--- config.mk ---
export PLATFORM = sky130hd
export DESIGN_NAME = rsv_top
export DESIGN_NICKNAME = d
export VERILOG_FILES = /design/src/inc/rsv_pkg.sv /design/src/logic/rsv_top.sv
export SDC_FILE = /design/constraint.sdc
export NUM_CORES = 1
export LEC_CHECK = 0
export BUFFER_PORTS_ARGS = -buffer_cell sky130_fd_sc_hd__buf_2
export CORE_MARGIN = 1.5
export CORE_UTILIZATION = 55
export CTS_CLUSTER_DIAMETER = 120
export CTS_CLUSTER_SIZE = 30
export DETAILED_ROUTE_END_ITERATION = 6
export HOLD_SLACK_MARGIN = 0.03
export PLACE_DENSITY = 0.76
export SYNTH_ARGS = -nofsm -noshare
export SYNTH_HDL_FRONTEND = slang
export SYNTH_SLANG_ARGS = --single-unit
--- constraint.sdc ---
create_clock -name clk_i -period 9 [get_ports clk_i]
set_clock_uncertainty 0.2 [all_clocks]
set_input_delay 1.35 -clock clk_i [delete_from_list [all_inputs] [get_ports clk_i]]
set_output_delay 1.35 -clock clk_i [all_outputs]
set_load 0.05 [all_outputs]
--- src/inc/rsv_pkg.sv ---
// Purpose : Shared constants and types for the clock supervisor block
// Assumes : 20 MHz system clock, supply levels arrive as comparator pins
// Notes   : Hold, watchdog and second counts are top-level parameters derived from these times

package rsv_pkg;

    // ------------------------------------------------------------
    // Timing
    // ------------------------------------------------------------
    localparam int unsigned CLK_HZ          = 20_000_000;
    localparam int unsigned CLK_NS          = 50;
    // Reset hold after supply recovery, in ms
    localparam int unsigned RST_HOLD_MS     = 200;
    localparam int unsigned RST_HOLD_CYC    = RST_HOLD_MS * (CLK_HZ / 1000);
    // Shortest periodic interval, in ns (30.5 us), rounded down
    localparam int unsigned PER_MIN_NS      = 30_500;
    localparam int unsigned PER_MIN_CYC     = PER_MIN_NS / CLK_NS;
    // Longest periodic interval, in ms
    localparam int unsigned PER_MAX_MS      = 500;
    localparam int unsigned PER_MAX_CYC     = PER_MAX_MS * (CLK_HZ / 1000);
    // Warning lead before reset asserts on supply fail
    localparam int unsigned WARN_LEAD_CYC   = 2;
    // Default watchdog time-out, in ms
    localparam int unsigned WDOG_MS         = 1500;
    localparam int unsigned WDOG_CYC        = WDOG_MS * (CLK_HZ / 1000);
    // One second of the timebase
    localparam int unsigned SEC_CYC         = CLK_HZ;

    // ------------------------------------------------------------
    // Widths and reset values
    // ------------------------------------------------------------
    localparam int unsigned CNT_W           = 32;
    localparam int unsigned DATA_W          = 8;
    localparam logic [7:0]  READ_RST        = 8'h00;

    // Supply state as seen by the monitor
    typedef enum logic [1:0] {
        SUP_GOOD   = 2'b00,   // Above power-fail threshold
        SUP_LOCK   = 2'b01,   // Below threshold, above switchover
        SUP_BATT   = 2'b10    // At or below switchover
    } rsv_sup_t;

    // Alarm repetition rate
    typedef enum logic [2:0] {
        ALM_SEC    = 3'b000,
        ALM_MIN    = 3'b001,
        ALM_HOUR   = 3'b010,
        ALM_DAY    = 3'b011,
        ALM_MONTH  = 3'b100
    } rsv_alm_t;

endpackage

--- src/logic/rsv_top.sv ---
// Purpose : Supervisor, bus gating, alarm/periodic events, SRAM enable gating
// Assumes : Supply comparators and pins are asynchronous; one 20 MHz clock
// Notes   : Time counting is simplified; alarm rates use second counters

`timescale 1ns/1ps

module rsv_top #(
    parameter int unsigned RST_HOLD = rsv_pkg::RST_HOLD_CYC,  // Reset hold cycles
    parameter int unsigned WDOG_TO  = rsv_pkg::WDOG_CYC,      // Watchdog cycles
    parameter int unsigned SEC_LEN  = rsv_pkg::SEC_CYC        // Cycles per second
) (
    input  wire logic        clk_i,             // 20 MHz clock
    input  wire logic        rst_i,             // Async reset, high
    input  wire logic        ce_i,              // Clock enable
    input  wire logic        sup_ok_i,          // Supply above threshold
    input  wire logic        sup_batt_i,        // Supply at or below switchover
    input  wire logic        cs_n_i,            // Device select, low
    input  wire logic        oe_n_i,            // Output enable, low
    input  wire logic        we_n_i,            // Write enable, low
    input  wire logic [3:0]  addr_i,            // Address
    input  wire logic [7:0]  dq_i,              // Data in
    input  wire logic        ram_ce_n_i,        // SRAM enable in
    input  wire logic        watchdog_kick_input_i,     // Kick level
    input  wire logic        kick_present_i,    // Kick pin connected
    input  wire logic [31:0] wdog_to_i,         // Programmed time-out, 0 = default
    input  wire logic [2:0]  alm_rate_i,        // Alarm repetition
    input  wire logic        alm_batt_en_i,     // Alarm alive on battery
    input  wire logic [31:0] per_cyc_i,         // Periodic interval in cycles
    input  wire logic        per_en_i,          // Periodic enable
    output logic [7:0]       dq_o,              // Data out
    output logic             dq_oe_o,           // Data output enable
    output logic             ram_ce_n_o,        // SRAM enable out
    output logic             vout_cell_o,       // Cell feeds backup output
    output logic             warn_o,            // Power-fail warning
    output logic             cpu_rst_o,         // Processor reset
    output logic             watchdog_timeout_output_o, // Watchdog expired
    output logic             alarm_o,           // Alarm pulse
    output logic             periodic_o,        // Periodic pulse
    output logic [7:0]       wr_data_o,         // Last accepted write data
    output logic [3:0]       wr_addr_o,         // Last write address
    output logic             wr_stb_o           // Write accepted pulse
);

    // ------------------------------------------------------------
    // State
    // ------------------------------------------------------------
    typedef struct packed {
        logic [2:0]  ok_s;      // Supply-good synchroniser
        logic [2:0]  bt_s;      // Battery synchroniser
        logic [2:0]  kk_s;      // Kick synchroniser
        logic [2:0]  kp_s;      // Kick-present synchroniser
        logic [2:0]  we_s;      // Write strobe synchroniser
        logic        ok;        // Filtered supply good
        logic        bt;        // Filtered battery level
        logic        kk;        // Filtered kick
        logic        kp;        // Filtered kick present
        logic        wl;        // Filtered write low
        logic        armed;     // Cell isolation broken
        logic        warn;
        logic [1:0]  lead;      // Warning lead counter
        logic        rst;
        logic [31:0] hold;      // Reset hold counter
        logic [31:0] wd;        // Watchdog counter
        logic        watchdog_timeout_output;
        logic [31:0] sec;       // Second prescaler
        logic [31:0] nsec;      // Seconds elapsed
        logic        alm;
        logic [31:0] per;       // Periodic counter
        logic        perp;
        logic [7:0]  wdat;
        logic [3:0]  wadr;
        logic        wstb;
        logic [7:0]  rdat;
    } rsv_st_t;

    rsv_st_t st_r;
    rsv_st_t st_nxt;

    // Value after reset: processor reset held, everything else clear
    localparam rsv_st_t ST_RST = '{rst: 1'b1, default: '0};

    // Seconds per alarm repetition
    function automatic logic [31:0] alm_secs(input logic [2:0] r);
        case (r)
            rsv_pkg::ALM_MIN:   alm_secs = 32'h0000_003C;
            rsv_pkg::ALM_HOUR:  alm_secs = 32'h0000_0E10;
            rsv_pkg::ALM_DAY:   alm_secs = 32'h0001_5180;
            rsv_pkg::ALM_MONTH: alm_secs = 32'h0027_8D00;
            default:            alm_secs = 32'h0000_0001;
        endcase
    endfunction

    // Clamp periodic interval into its legal range
    function automatic logic [31:0] per_clamp(input logic [31:0] v);
        if (v < 32'(rsv_pkg::PER_MIN_CYC)) begin
            per_clamp = 32'(rsv_pkg::PER_MIN_CYC);
        end else if (v > 32'(rsv_pkg::PER_MAX_CYC)) begin
            per_clamp = 32'(rsv_pkg::PER_MAX_CYC);
        end else begin
            per_clamp = v;
        end
    endfunction

    logic        sel_ok;   // Bus usable
    logic [31:0] wd_lim;   // Effective time-out

    // ------------------------------------------------------------
    // Next-state logic
    // ------------------------------------------------------------
    always_comb begin
        st_nxt = st_r;
        wd_lim = (wdog_to_i == 32'h0000_0000) ? 32'(WDOG_TO) : wdog_to_i;
        // Three-stage inputs; change counts when stages 2 and 3 agree
        st_nxt.ok_s = {st_r.ok_s[1:0], sup_ok_i};
        st_nxt.bt_s = {st_r.bt_s[1:0], sup_batt_i};
        st_nxt.kk_s = {st_r.kk_s[1:0], watchdog_kick_input_i};
        st_nxt.kp_s = {st_r.kp_s[1:0], kick_present_i};
        st_nxt.we_s = {st_r.we_s[1:0], ~we_n_i & ~cs_n_i};
        if (st_r.ok_s[2] == st_r.ok_s[1]) begin
            st_nxt.ok = st_r.ok_s[2];
        end
        if (st_r.bt_s[2] == st_r.bt_s[1]) begin
            st_nxt.bt = st_r.bt_s[2];
        end
        if (st_r.kk_s[2] == st_r.kk_s[1]) begin
            st_nxt.kk = st_r.kk_s[2];
        end
        if (st_r.kp_s[2] == st_r.kp_s[1]) begin
            st_nxt.kp = st_r.kp_s[2];
        end
        if (st_r.we_s[2] == st_r.we_s[1]) begin
            st_nxt.wl = st_r.we_s[2];
        end
        if (st_r.ok) begin
            st_nxt.armed = 1'b1;
        end
        if (!st_r.ok) begin
            st_nxt.warn = 1'b1;
            st_nxt.hold = 32'h0000_0000;
            if (st_r.lead != 2'(rsv_pkg::WARN_LEAD_CYC)) begin
                st_nxt.lead = st_r.lead + 2'b01;
            end else begin
                st_nxt.rst = 1'b1;
            end
        end else begin
            st_nxt.warn = 1'b0;
            st_nxt.lead = 2'b00;
            if (st_r.rst && !st_r.watchdog_timeout_output) begin
                if (st_r.hold >= 32'(RST_HOLD) - 32'h0000_0001) begin
                    st_nxt.rst  = 1'b0;
                    st_nxt.hold = 32'h0000_0000;
                end else begin
                    st_nxt.hold = st_r.hold + 32'h0000_0001;
                end
            end
        end
        if (!st_r.kp || !st_r.ok || st_r.kk != st_nxt.kk) begin
            st_nxt.wd  = 32'h0000_0000;
            st_nxt.watchdog_timeout_output = 1'b0;
        end else if (st_r.wd >= wd_lim - 32'h0000_0001) begin
            st_nxt.watchdog_timeout_output  = 1'b1;
            st_nxt.rst  = 1'b1;
            st_nxt.hold = 32'h0000_0000;
        end else begin
            st_nxt.wd = st_r.wd + 32'h0000_0001;
        end
        if (!st_r.kp) begin
            st_nxt.watchdog_timeout_output = 1'b0;
        end
        st_nxt.alm = 1'b0;
        if (st_r.sec >= 32'(SEC_LEN) - 32'h0000_0001) begin
            st_nxt.sec = 32'h0000_0000;
            if (st_r.nsec >= alm_secs(alm_rate_i) - 32'h0000_0001) begin
                st_nxt.nsec = 32'h0000_0000;
                st_nxt.alm  = st_r.ok || alm_batt_en_i;
            end else begin
                st_nxt.nsec = st_r.nsec + 32'h0000_0001;
            end
        end else begin
            st_nxt.sec = st_r.sec + 32'h0000_0001;
        end
        st_nxt.perp = 1'b0;
        if (!per_en_i) begin
            st_nxt.per = 32'h0000_0000;
        end else if (st_r.per >= per_clamp(per_cyc_i) - 32'h0000_0001) begin
            st_nxt.per  = 32'h0000_0000;
            st_nxt.perp = 1'b1;
        end else begin
            st_nxt.per = st_r.per + 32'h0000_0001;
        end
        // Accept write on filtered strobe edge
        st_nxt.wstb = 1'b0;
        if (sel_ok && st_nxt.wl && !st_r.wl) begin
            st_nxt.wdat = dq_i;
            st_nxt.wadr = addr_i;
            st_nxt.wstb = 1'b1;
        end
        // Read data: latched write value if address is the last write address, else READ_RST
        st_nxt.rdat = (addr_i == st_r.wadr) ? st_r.wdat : rsv_pkg::READ_RST;
    end

    // ------------------------------------------------------------
    // Bus gating
    // ------------------------------------------------------------
    // Bus ignored below threshold
    assign sel_ok = st_r.ok && !st_r.bt;

    always_comb begin
        // Drive only with OE low, WE high
        dq_oe_o = sel_ok && !cs_n_i && we_n_i && !oe_n_i;
        dq_o    = st_r.rdat;
        ram_ce_n_o = sel_ok ? ram_ce_n_i : 1'b1;
    end

    // ------------------------------------------------------------
    // Registers
    // ------------------------------------------------------------
    always_ff @(posedge clk_i or posedge rst_i) begin
        if (rst_i) begin
            st_r <= ST_RST;
        end else if (ce_i) begin
            st_r <= st_nxt;
        end
    end

    // Cell feeds output in battery mode once armed
    // Between threshold and switchover the supply still feeds the output
    assign vout_cell_o               = st_r.armed && st_r.bt;
    assign warn_o                    = st_r.warn;
    assign cpu_rst_o                 = st_r.rst;
    assign watchdog_timeout_output_o = st_r.watchdog_timeout_output;
    assign alarm_o                   = st_r.alm;
    assign periodic_o                = st_r.perp;
    assign wr_data_o                 = st_r.wdat;
    assign wr_addr_o                 = st_r.wadr;
    assign wr_stb_o                  = st_r.wstb;

endmodule

==> impl_metrics.json, run 1 <==
{
  "avgSynthCellArea_um2": 8.929,
  "syn2layout_area_growth_pct": 7.716,
  "post-cts-setup-buffers": 0,
  "ant_nets": 0,
  "antenna_cells": 0,
  "cts_tree": "yes",
  "cap_violations": 0,
  "yosysUniqueCellTypes": 89,
  "leakage_nw": 6.924,
  "clock_latency_ns": 0.47,
  "place.gp.congestion": 0.8634,
  "fin_crit_ns": 6.813,
  "switching_share_pct": 33.01,
  "syn-cell-area_um2": 14110,
  "viasPerCell": 6.066,
  "cts_root_buf": "clkbuf_16",
  "pwr-share-comb_pct": 21.2,
  "htree_num_levels": 1,
  "ctsHoldBuffers": 0,
  "yosys_warnings": 0,
  "synthFlopType": "dfrtp_1",
  "synth_top_area_share_pct": 36.90,
  "p_sw_uw": 683.6,
  "dieHeight_um": 163.2,
  "report.power.total_mw": 2.071,
  "clk_pin_slew_ns": 0.12,
  "ctsResizeCount": 0,
  "powerDensity_nw_per_um2": 136.3,
  "ios": 121,
  "slew_viol_final": 0,
  "syn_inst": 1580,
  "start_kind": "primary input",
  "synthArstFlopShare_pct": 100.0,
  "grt_pass1_wl_um": 54860,
  "synth-edff-count": 0,
  "stdcell_area_um2": 15200,
  "dp_hpwl_um": 23040,
  "vdd_drop_max_mv": 0.1142,
  "numCtsBuffers": 11,
  "vias": 12100,
  "cp.required_ns": 9.17,
  "path_max_fanout": 34,
  "path_class": "primary input to flip-flop",
  "drc_errors": 0,
  "rows": 58,
  "grt_max_degree": 109,
  "fp.dieW_um": 163.2,
  "drive_gt1_share_pct": 12.80,
  "min_path_type": "flip-flop to flip-flop",
  "cts_buffer_depth": 3,
  "drt_iter0_markers": 795,
  "status": "finished, final reports clean",
  "fin_setup_tns_ns": 0,
  "dieArea_um2": 26620,
  "post-route-util_pct": 60.34,
  "grt-ovfl-total": 0,
  "first_pass_iters": 5,
  "antenna_found_initial": 0,
  "ys_seq_area_share_pct": 37.08,
  "initial_utilization_pct": 56.02,
  "clkSinkCount": 209,
  "port_buffers": 120,
  "routedWlPerCell_um": 16.05,
  "ys_ff_latch": 209,
  "setup_viol": 0,
  "ys_top_cells_by_area": "dfrtp_1, ha_1, nor2_1",
  "worst_slew_pin_slew_ns": 1.052,
  "first_global_vias": 11600,
  "nFillCells": 2196,
  "yosysTopAreaCell": "dfrtp_1",
  "cp-end-kind": "flip-flop",
  "core-area_um2": 25180,
  "clkPwrFrac_pct": 26.6,
  "whs_ns": 0.2757,
  "p_int_mw": 1.387,
  "arrival_ns": 6.98,
  "hold_viol": 0,
  "post_dp_cell_area_um2": 14870,
  "finalCritPeriodShare_pct": 75.70,
  "routed_wl_um": 32010,
  "rsz0062_at_grt": "false",
  "grt_use_total_pct": 24.49,
  "nets": 1847,
  "p_seq_share_pct": 52.2,
  "relSlewSlack_pct": 29.35,
  "achievable-frequency_mhz": 146.8
}
## through the flow
stage	setup slack, ns	instances
2_1_floorplan	1.742	1590
3_3_place_gp	1.857	1978
3_5_place_dp	1.735	1978
4_1_cts	2.224	1994
5_1_grt	1.626	1994
6_report	2.187	1994
## synthesized netlist by cell type, drive strengths merged, types with 34 or more instances
cell / count
dfrtp: 208
nor2: 160
nand2: 147
ha: 94
a21oi: 84
o21ai: 83
nand4: 60
nand3: 54
inv: 53
nor3: 50
xnor2: 49
buf: 42
and3: 40
a22o: 39
xor2: 34
## final timing paths
check                                 startpoint               endpoint  slack (ns)  cells after the start
min in group asynchronous                  rst_i   st_r[62]$_DFFE_PP0P_        0.80                      2
setup / recovery                   per_cyc_i[14]   st_r[38]$_DFFE_PP0P_        2.19                     21
setup reg to reg           st_r[146]$_DFFE_PP0P_  st_r[172]$_DFFE_PP0P_        5.53                      8
hold reg to reg            st_r[188]$_DFFE_PP0P_  st_r[188]$_DFFE_PP0P_        0.28                      1
hold / removal             st_r[188]$_DFFE_PP0P_  st_r[188]$_DFFE_PP0P_        0.28                      1
max in group asynchronous                  rst_i  st_r[178]$_DFFE_PP0P_        6.02                      4
## cell usage in the layout, fill, tap and decap left out, types with 6 or more instances in the layout
cell	instances
buf_4	11
clkbuf_16	11
or2_2	6
nor2_1	160
or4_1	10
conb_1	11
ha_1	94
o21a_1	9
xnor2_1	49
nand2_1	145
a21oi_1	82
mux2_2	26
and3_1	40
o31ai_1	25
buf_2	119
nor2b_1	21
a21boi_0	7
nand3_1	54
nand4_1	60
or3_1	14
nor3_1	48
a22o_1	39
inv_1	51
nand2b_1	13
o21ai_0	79
mux2i_1	7
a21o_1	25
xor2_1	34
o2bb2ai_1	13
nor4_1	22
a31oi_1	16
a31o_2	10
and4_1	14
a211oi_1	9
a41oi_1	6
and2_1	15
dfrtp_1	208
## cell families after synthesis
kind of cell / share of synthesized area, %
other: 0.02658
AOI/OAI and AO/OA: 19.43
buffers and inverters: 4.098
and+or+nand+nor: 23.30
muxes: 2.572
adders and majority gates: 8.337
xor gates and xnor gates: 5.153
DFF: 37.08
## per-layer routing
metal	wire [um]	track usage (%)	vias up
met3	1272	2.489	51
li1	-	-	5965
met4	670	7.048	0
met5	0	0	-
met2	15100	40.72	258
met1	14960	33.86	5821
## power by group through the flow
stage / clock (mW) / combinational [mW] / sequential (mW)
CTS: 0.568 / 0.442 / 1.08
floorplan: 0 / 0.335 / 1.09
global placement: 0 / 0.428 / 1.09
finish: 0.551 / 0.438 / 1.08
global route: 0.601 / 0.489 / 1.09
detailed placement: 0 / 0.440 / 1.10
## state kept, by name, summed over array words and instances, names as in the netlist, 4 cells and up
| register | count |
|---|---|
| wr_data_o | 8 |
| dq_o | 8 |
| st_r | 173 |
| wr_addr_o | 4 |
| st_nxt | 10 |
## worst max-delay path, stage by stage
cell	delay (ns)
buf_2	0.14
nor4_4	0.38
nand4_1	0.17
or4_1	0.52
a21oi_1	0.46
a211oi_1	0.20
nand2_1	0.15
ha_1	0.26
nand4_1	0.30
nor2_1	0.31
nand3b_1	0.12
mux2_2	0.28
ha_1	0.29
nand2_1	0.05
o21a_1	0.18
a21o_1	0.15
a211oi_1	0.28
a21o_1	0.82
nor2_1	0.07
buf_4	0.26
a22o_1	0.23
## area by class of cell
type	count	area, um2	area share, %
tap	330	412.9	2.717
clock buffer	14	286.5	1.886
clock inverter	2	38.79	0.2552
inverter	53	206.4	1.359
multi-input combinational	1256	8342	54.90
sequential	209	5231	34.43
timing repair buffer	130	678.2	4.463
No activity file was read; power rests on OpenSTA's default activity.
==> run 2, diff against run 1 <==
==> constraint.sdc (replaced) <==
create_clock -name clk_i -period 7.1 [get_ports clk_i]
set_clock_uncertainty 0.2 [all_clocks]
set_input_delay 1.065 -clock clk_i [delete_from_list [all_inputs] [get_ports clk_i]]
set_output_delay 1.065 -clock clk_i [all_outputs]
set_load 0.05 [all_outputs]
==> run 2 against run 1 <==
The run now ends with DRC left. First-iteration DRC count down 2.6%. Combinational power up 31%. Register-to-register slack worse by 1.9 ns. Largest power group unchanged. Design area up 0.20%. Sequential power up 26%. Wire length about the same. Die area unchanged. Via count up 0.93%. Critical path depth up 1. Sequential share of layout area down 0.068 points. Cell count up 0.10%.
==> impl_metrics.json, run 2 (synthesis gave the netlist of run 1 again) <==
{
  "cts_buffer_depth": 3,
  "viasPerCell": 6.116,
  "dieArea_um2": 26620,
  "dp_hpwl_um": 23080,
  "path_cells": "buf_2 > nor4_1 > nand2_1 > or4_1 > a21oi_1 > buf_4 > a211oi_1 > nand2_1 > ha_1 > nand4_1 > nor2_1 > nand3_1 > xnor2_1 > ha_1 > a21o_1 > a21o_1 > a211oi_1 > o2111ai_1 > a21o_1 > nor2_1 > buf_4 > a22o_1",
  "drc_errors": 2,
  "path_max_fanout": 15,
  "achievable-frequency_mhz": 168.4,
  "clk_pin_slew_ns": 0.12,
  "ctsHoldBuffers": 0,
  "slew_viol_final": 0,
  "port_buffers": 120,
  "worst_slew_pin_slew_ns": 1.031,
  "cp.required_ns": 7.32,
  "path_class": "primary input to flip-flop",
  "slowest_stage": "or4_1",
  "status": "complete, but fails checks",
  "multi_input_area_um2": 8342,
  "routed_wl_um": 32020,
  "cts_root_buf": "clkbuf_16",
  "cap_violations": 0,
  "numCtsBuffers": 11,
  "grt_use_total_pct": 24.51,
  "fin_setup_tns_ns": 0,
  "whs_ns": 0.2912,
  "ctsResizeCount": 0,
  "fin_ws_ns": 1.163,
  "place.gp.congestion": 0.8965,
  "routedWlPerCell_um": 16.04,
  "initial_utilization_pct": 56.02,
  "rows": 58,
  "ant_nets": 0,
  "nets": 1851,
  "finalCritPeriodShare_pct": 83.62,
  "drive_gt1_share_pct": 13.09,
  "fin_crit_ns": 5.937,
  "nFillCells": 2146,
  "cts_tree": "yes",
  "syn2layout_area_growth_pct": 7.929,
  "grt-ovfl-total": 0,
  "fp.dieW_um": 163.2,
  "clock_latency_ns": 0.48,
  "start_kind": "primary input",
  "arrival_ns": 6.16,
  "largest_reg_flops": 173,
  "core-area_um2": 25180,
  "antenna_found_initial": 0,
  "first_global_vias": 11620,
  "stdcell_area_um2": 15230,
  "post-cts-setup-buffers": 0,
  "hp-start": "periodic_o$_DFFE_PP0P_",
  "seq_area_um2": 5231,
  "violations": "DRC",
  "cp-startpoint": "per_cyc_i[26]",
  "dieHeight_um": 163.2,
  "first_pass_iters": 7,
  "crit_top_cell": "a21o_1",
  "grt_max_degree": 137,
  "post_dp_cell_area_um2": 14900,
  "grt_pass1_wl_um": 55030,
  "path_delay_family": "simple AND/OR/NAND/NOR gates",
  "critPathBufInv": 3,
  "ios": 121,
  "critPathMaxStageDelay_ns": 0.61,
  "powerDensity_nw_per_um2": 173.4,
  "antenna_cells": 0,
  "final_common_cell": "dfrtp_1",
  "min_path_type": "flip-flop to flip-flop",
  "place_ws_ns": 0.6989,
  "rsz0062_at_grt": "false",
  "hold_viol": 0,
  "final_cell_mix": "dfrtp_1, nor2_1, nand2_1",
  "drt_iter0_markers": 774,
  "vias": 12210,
  "htree_num_levels": 1,
  "leakage_nw": 6.950,
  "setup_viol": 0,
  "top_register": "st_r",
  "cp-end-kind": "flip-flop",
  "clkSinkCount": 209,
  "r2r_start": "st_r[87]$_DFFE_PP0P_",
  "relSlewSlack_pct": 30.72,
  "vdd_drop_max_mv": 0.1589
}
==> run 2: changes by cell type in the layout (fill, tap and decap cells not counted), sizes merged <==
cell    previous run  this run
clkbuf            14        12
buf              130       134
==> run 2: area by class of cell <==
class / count / share of cell area (%)
multi-input cells: 1256 / 54.79
flip-flops and latches: 209 / 34.36
repair buffers: 134 / 4.651
well taps: 330 / 2.712
clock buffers: 12 / 1.898
inverters: 53 / 1.356
clock inverters: 2 / 0.2383
==> run 2: layer usage <==
layer,vias up,routed length (um),GRT usage [%]
li1,5966,-,-
met1,5907,14950,34.15
met2,293,15210,41.20
met3,41,1283,2.209
met4,0,581,5.796
met5,-,0,0
==> run 2: worst paths after layout <==
check,end,slack [ns],depth (start not counted)
worst max-delay path,st_r[28]$_DFFE_PP0P_,1.16,22
worst min-delay path,periodic_o$_DFFE_PP0P_,0.29,1
worst max register to register,st_r[79]$_DFFE_PP0P_,3.67,9
worst min register to register,periodic_o$_DFFE_PP0P_,0.29,1
max in group asynchronous,wr_data_o[5]$_DFFE_PP0P_,4.62,3
min in group asynchronous,alarm_o$_DFFE_PP0P_,0.57,2
==> run 2: power by group <==
group	internal, mW	leakage (nW)	switching, mW	total [mW]
combinational	0.188	3.94	0.387	0.575
clock	0.306	0.159	0.404	0.710
sequential	1.27	2.85	0.0813	1.36
==> run 2: stage by stage <==
step / cells / power (mW) / utilization, %
CTS: 1996 / 2.661 / 60.46
global placement: 1982 / 1.933 / 59.17
floorplan: 1590 / 1.801 / -
detailed placement: 1982 / 1.953 / 59.17
global route: 1996 / 2.778 / 60.46
finish: 1996 / 2.640 / 60.46
==> run 3, diff against run 2 <==
--- a/config.mk
+++ b/config.mk
@@ -5,6 +5,7 @@
 export SDC_FILE = /design/constraint.sdc
 export NUM_CORES = 1
 export LEC_CHECK = 0
+export ABC_AREA = 1
 export BUFFER_PORTS_ARGS = -buffer_cell sky130_fd_sc_hd__buf_2
 export CORE_MARGIN = 1.5
 export CORE_UTILIZATION = 55
@@ -12,7 +13,7 @@
 export CTS_CLUSTER_SIZE = 30
 export DETAILED_ROUTE_END_ITERATION = 6
 export HOLD_SLACK_MARGIN = 0.03
-export PLACE_DENSITY = 0.76
+export PLACE_DENSITY = 0.79
 export SYNTH_ARGS = -nofsm -noshare
 export SYNTH_HDL_FRONTEND = slang
 export SYNTH_SLANG_ARGS = --single-unit
==> constraint.sdc (replaced) <==
create_clock -name clk_i -period 5.05 [get_ports clk_i]
set_clock_uncertainty 0.2 [all_clocks]
set_input_delay 0.7575 -clock clk_i [delete_from_list [all_inputs] [get_ports clk_i]]
set_output_delay 0.7575 -clock clk_i [all_outputs]
set_load 0.05 [all_outputs]
==> run 3 against run 2 <==
First-iteration DRC count is 27% higher. Design area rose by 7.8%. Wire length rose by 9.1%. Core utilization increased by 0.10 points. Setup slack lost 0.65 ns. Die area up 8.2%. Power is 30% higher. Critical path type unchanged. Via count increased by 14%. The run now ends clean. Clock power up 29%. Count of clock-buffer cells in the layout is 2 higher.
==> impl_metrics.json, run 3 <==
{
  "status": "finished, final reports clean",
  "routed_wl_um": 34930,
  "final_common_cell": "nand2_1",
  "first_pass_iters": 6,
  "synthArstFlopShare_pct": 100.0,
  "grt-ovfl-total": 0,
  "relSlewSlack_pct": 28.76,
  "fin_ws_ns": 0.5084,
  "ios": 121,
  "syn2layout_area_growth_pct": 7.410,
  "synth.most_common_cell": "nand2_1",
  "fp.dieW_um": 169.7,
  "place.gp.congestion": 0.9522,
  "setup_viol": 0,
  "initial_utilization_pct": 56.39,
  "dieArea_um2": 28790,
  "ctsResizeCount": 0,
  "port_buffers": 120,
  "drc_errors": 0,
  "cp-end-kind": "flip-flop",
  "core-area_um2": 27100,
  "numCtsBuffers": 10,
  "arrival_ns": 4.72,
  "start_kind": "primary input",
  "cp-startpoint": "per_cyc_i[18]",
  "antenna_cells": 0,
  "netlist_top_cells_count": "nand2_1, nor2_1, inv_1",
  "nFillCells": 2480,
  "top_register": "st_r",
  "whs_ns": 0.08343,
  "reg2reg_depth": 15,
  "slew_viol_final": 0,
  "routedWlPerCell_um": 13.43,
  "cts_buffer_depth": 3,
  "ys_ff_latch": 209,
  "grt_pass1_wl_um": 59680,
  "syn-cell-area_um2": 15280,
  "htree_num_levels": 1,
  "largest_reg_flops": 173,
  "synth-edff-count": 0,
  "vdd_drop_max_mv": 0.1779,
  "rsz0062_at_grt": "false",
  "cap_violations": 0,
  "place_ws_ns": 0.07980,
  "clk_pin_slew_ns": 0.12,
  "nets": 2413,
  "path_max_fanout": 24,
  "dp_hpwl_um": 26780,
  "fin_setup_tns_ns": 0,
  "r2r-end": "st_r[63]$_DFFE_PP0P_",
  "worst_slew_pin_slew_ns": 1.069,
  "post-route-util_pct": 60.57,
  "syn_inst": 2138,
  "grt_max_degree": 191,
  "final_cell_mix": "nand2_1, nor2_1, inv_1",
  "ys_top_cells_by_area": "dfrtp_1, nand2_1, ha_1",
  "stdcell_area_um2": 16410,
  "fin_cells": 2601,
  "ys_seq_area_share_pct": 34.23,
  "synth_top_area_share_pct": 34.06,
  "yosys_warnings": 0,
  "seq_area_um2": 5231,
  "vias": 13880,
  "achievable-frequency_mhz": 220.2,
  "post_dp_cell_area_um2": 16130,
  "cp.required_ns": 5.23,
  "post-cts-setup-buffers": 0,
  "ctsHoldBuffers": 0,
  "cts_root_buf": "clkbuf_16",
  "synthFlopType": "dfrtp_1",
  "report.power.total_mw": 3.420,
  "multi_input_area_um2": 8762,
  "hold_viol": 0,
  "grt_use_total_pct": 24.49,
  "cts_tree": "yes",
  "r2r_slack_ns": 2.04,
  "crit_path_end": "st_r[36]$_DFFE_PP0P_",
  "ant_nets": 0,
  "dp_cells": 2587,
  "viasPerCell": 5.337,
  "yosysUniqueCellTypes": 50,
  "r2r_start": "st_r[87]$_DFFE_PP0P_",
  "powerDensity_nw_per_um2": 208.3,
  "fin_crit_ns": 4.542,
  "finalCritPeriodShare_pct": 89.93,
  "min_path_type": "primary input to asynchronous set/reset pin",
  "leakage_nw": 7.573,
  "rows": 60,
  "clkSinkCount": 209,
  "clock_latency_ns": 0.48,
  "antenna_found_initial": 0,
  "avgSynthCellArea_um2": 7.148,
  "first_global_vias": 13190,
  "path_class": "primary input to flip-flop",
  "drive_gt1_share_pct": 10.18,
  "drt_iter0_markers": 986,
  "yosysTopAreaCell": "dfrtp_1",
  "dieHeight_um": 169.7
}
==> run 3: cell count changes in the layout (fill, tap and decap cells not counted), moves of 25 or more <==
| cell | previous run | this run |
|---|---|---|
| mux2_2 | 26 | 1 |
| and3_1 | 40 | 3 |
| nor2_1 | 160 | 263 |
| nand3_1 | 54 | 100 |
| xor2_1 | 34 | 85 |
| inv_1 | 51 | 242 |
| nand2_1 | 145 | 528 |
| nor3_1 | 48 | 76 |
| o21ai_0 | 79 | 126 |
| a22o_1 | 39 | 0 |
==> run 3: cells by family after synthesis <==
logic type,after synthesis,share of synthesized area (%)
AO/OA/AOI/OAI,255,9.227
XOR/XNOR,134,7.680
adder cells (fa/ha/maj),94,7.696
buffers and inverters,317,8.678
flip-flops,209,34.23
multiplexers,1,0.07368
other,1,0.02454
AND/OR/NAND/NOR,1127,32.39
==> run 3: routing by layer <==
layer	vias up	global-route usage (%)	wire (um)
li1	7105	-	-
met1	6420	33.63	16450
met2	295	42.05	16520
met3	61	1.399	1246
met4	0	6.656	712
met5	-	0	0
==> run 3: worst min path at each step <==
stage / end / startpoint / slack, ns
after floorplan: st_r[188]$_DFFE_PP0P_ / st_r[188]$_DFFE_PP0P_ / 0.24
after CTS: st_r[157]$_DFFE_PP0P_ / rst_i / 0.09
after global routing: st_r[157]$_DFFE_PP0P_ / rst_i / 0.11
after detailed placement: st_r[188]$_DFFE_PP0P_ / st_r[188]$_DFFE_PP0P_ / 0.25
after global placement: st_r[188]$_DFFE_PP0P_ / st_r[188]$_DFFE_PP0P_ / 0.25
final: st_r[157]$_DFFE_PP0P_ / rst_i / 0.08
==> run 3: cell type report <==
type | count | area share (%)
repair buffers | 133 | 4.406
flip-flops and latches | 209 | 31.87
well taps | 372 | 2.836
inverters | 251 | 5.763
clock buffers | 14 | 1.746
multi-input cells | 1622 | 53.38
==> run 3: worst max-delay path: stages <==
cell and delay (ns):
buf_2 0.09, inv_1 0.14, nand3_2 0.14, inv_1 0.09
o21ai_1 0.07, nor2_1 0.12, nand2_2 0.08, nand2_2 0.36
nand3_1 0.17, nor2_2 0.18, inv_1 0.09, nor2_1 0.24
nand2_1 0.09, o21ai_0 0.07, nand2_1 0.10, ha_1 0.31
a21oi_1 0.16, o21ai_0 0.10, a21oi_1 0.15, o21a_1 0.12
nand3_1 0.21, nor2_2 0.41, inv_1 0.11, buf_4 0.19
o21ai_0 0.16
==> run 3: report_power, final <==
group | switching (mW) | internal, mW | total, mW
logic | 0.459 | 0.197 | 0.657
registers | 0.0743 | 1.78 | 1.85
clock network | 0.511 | 0.402 | 0.913
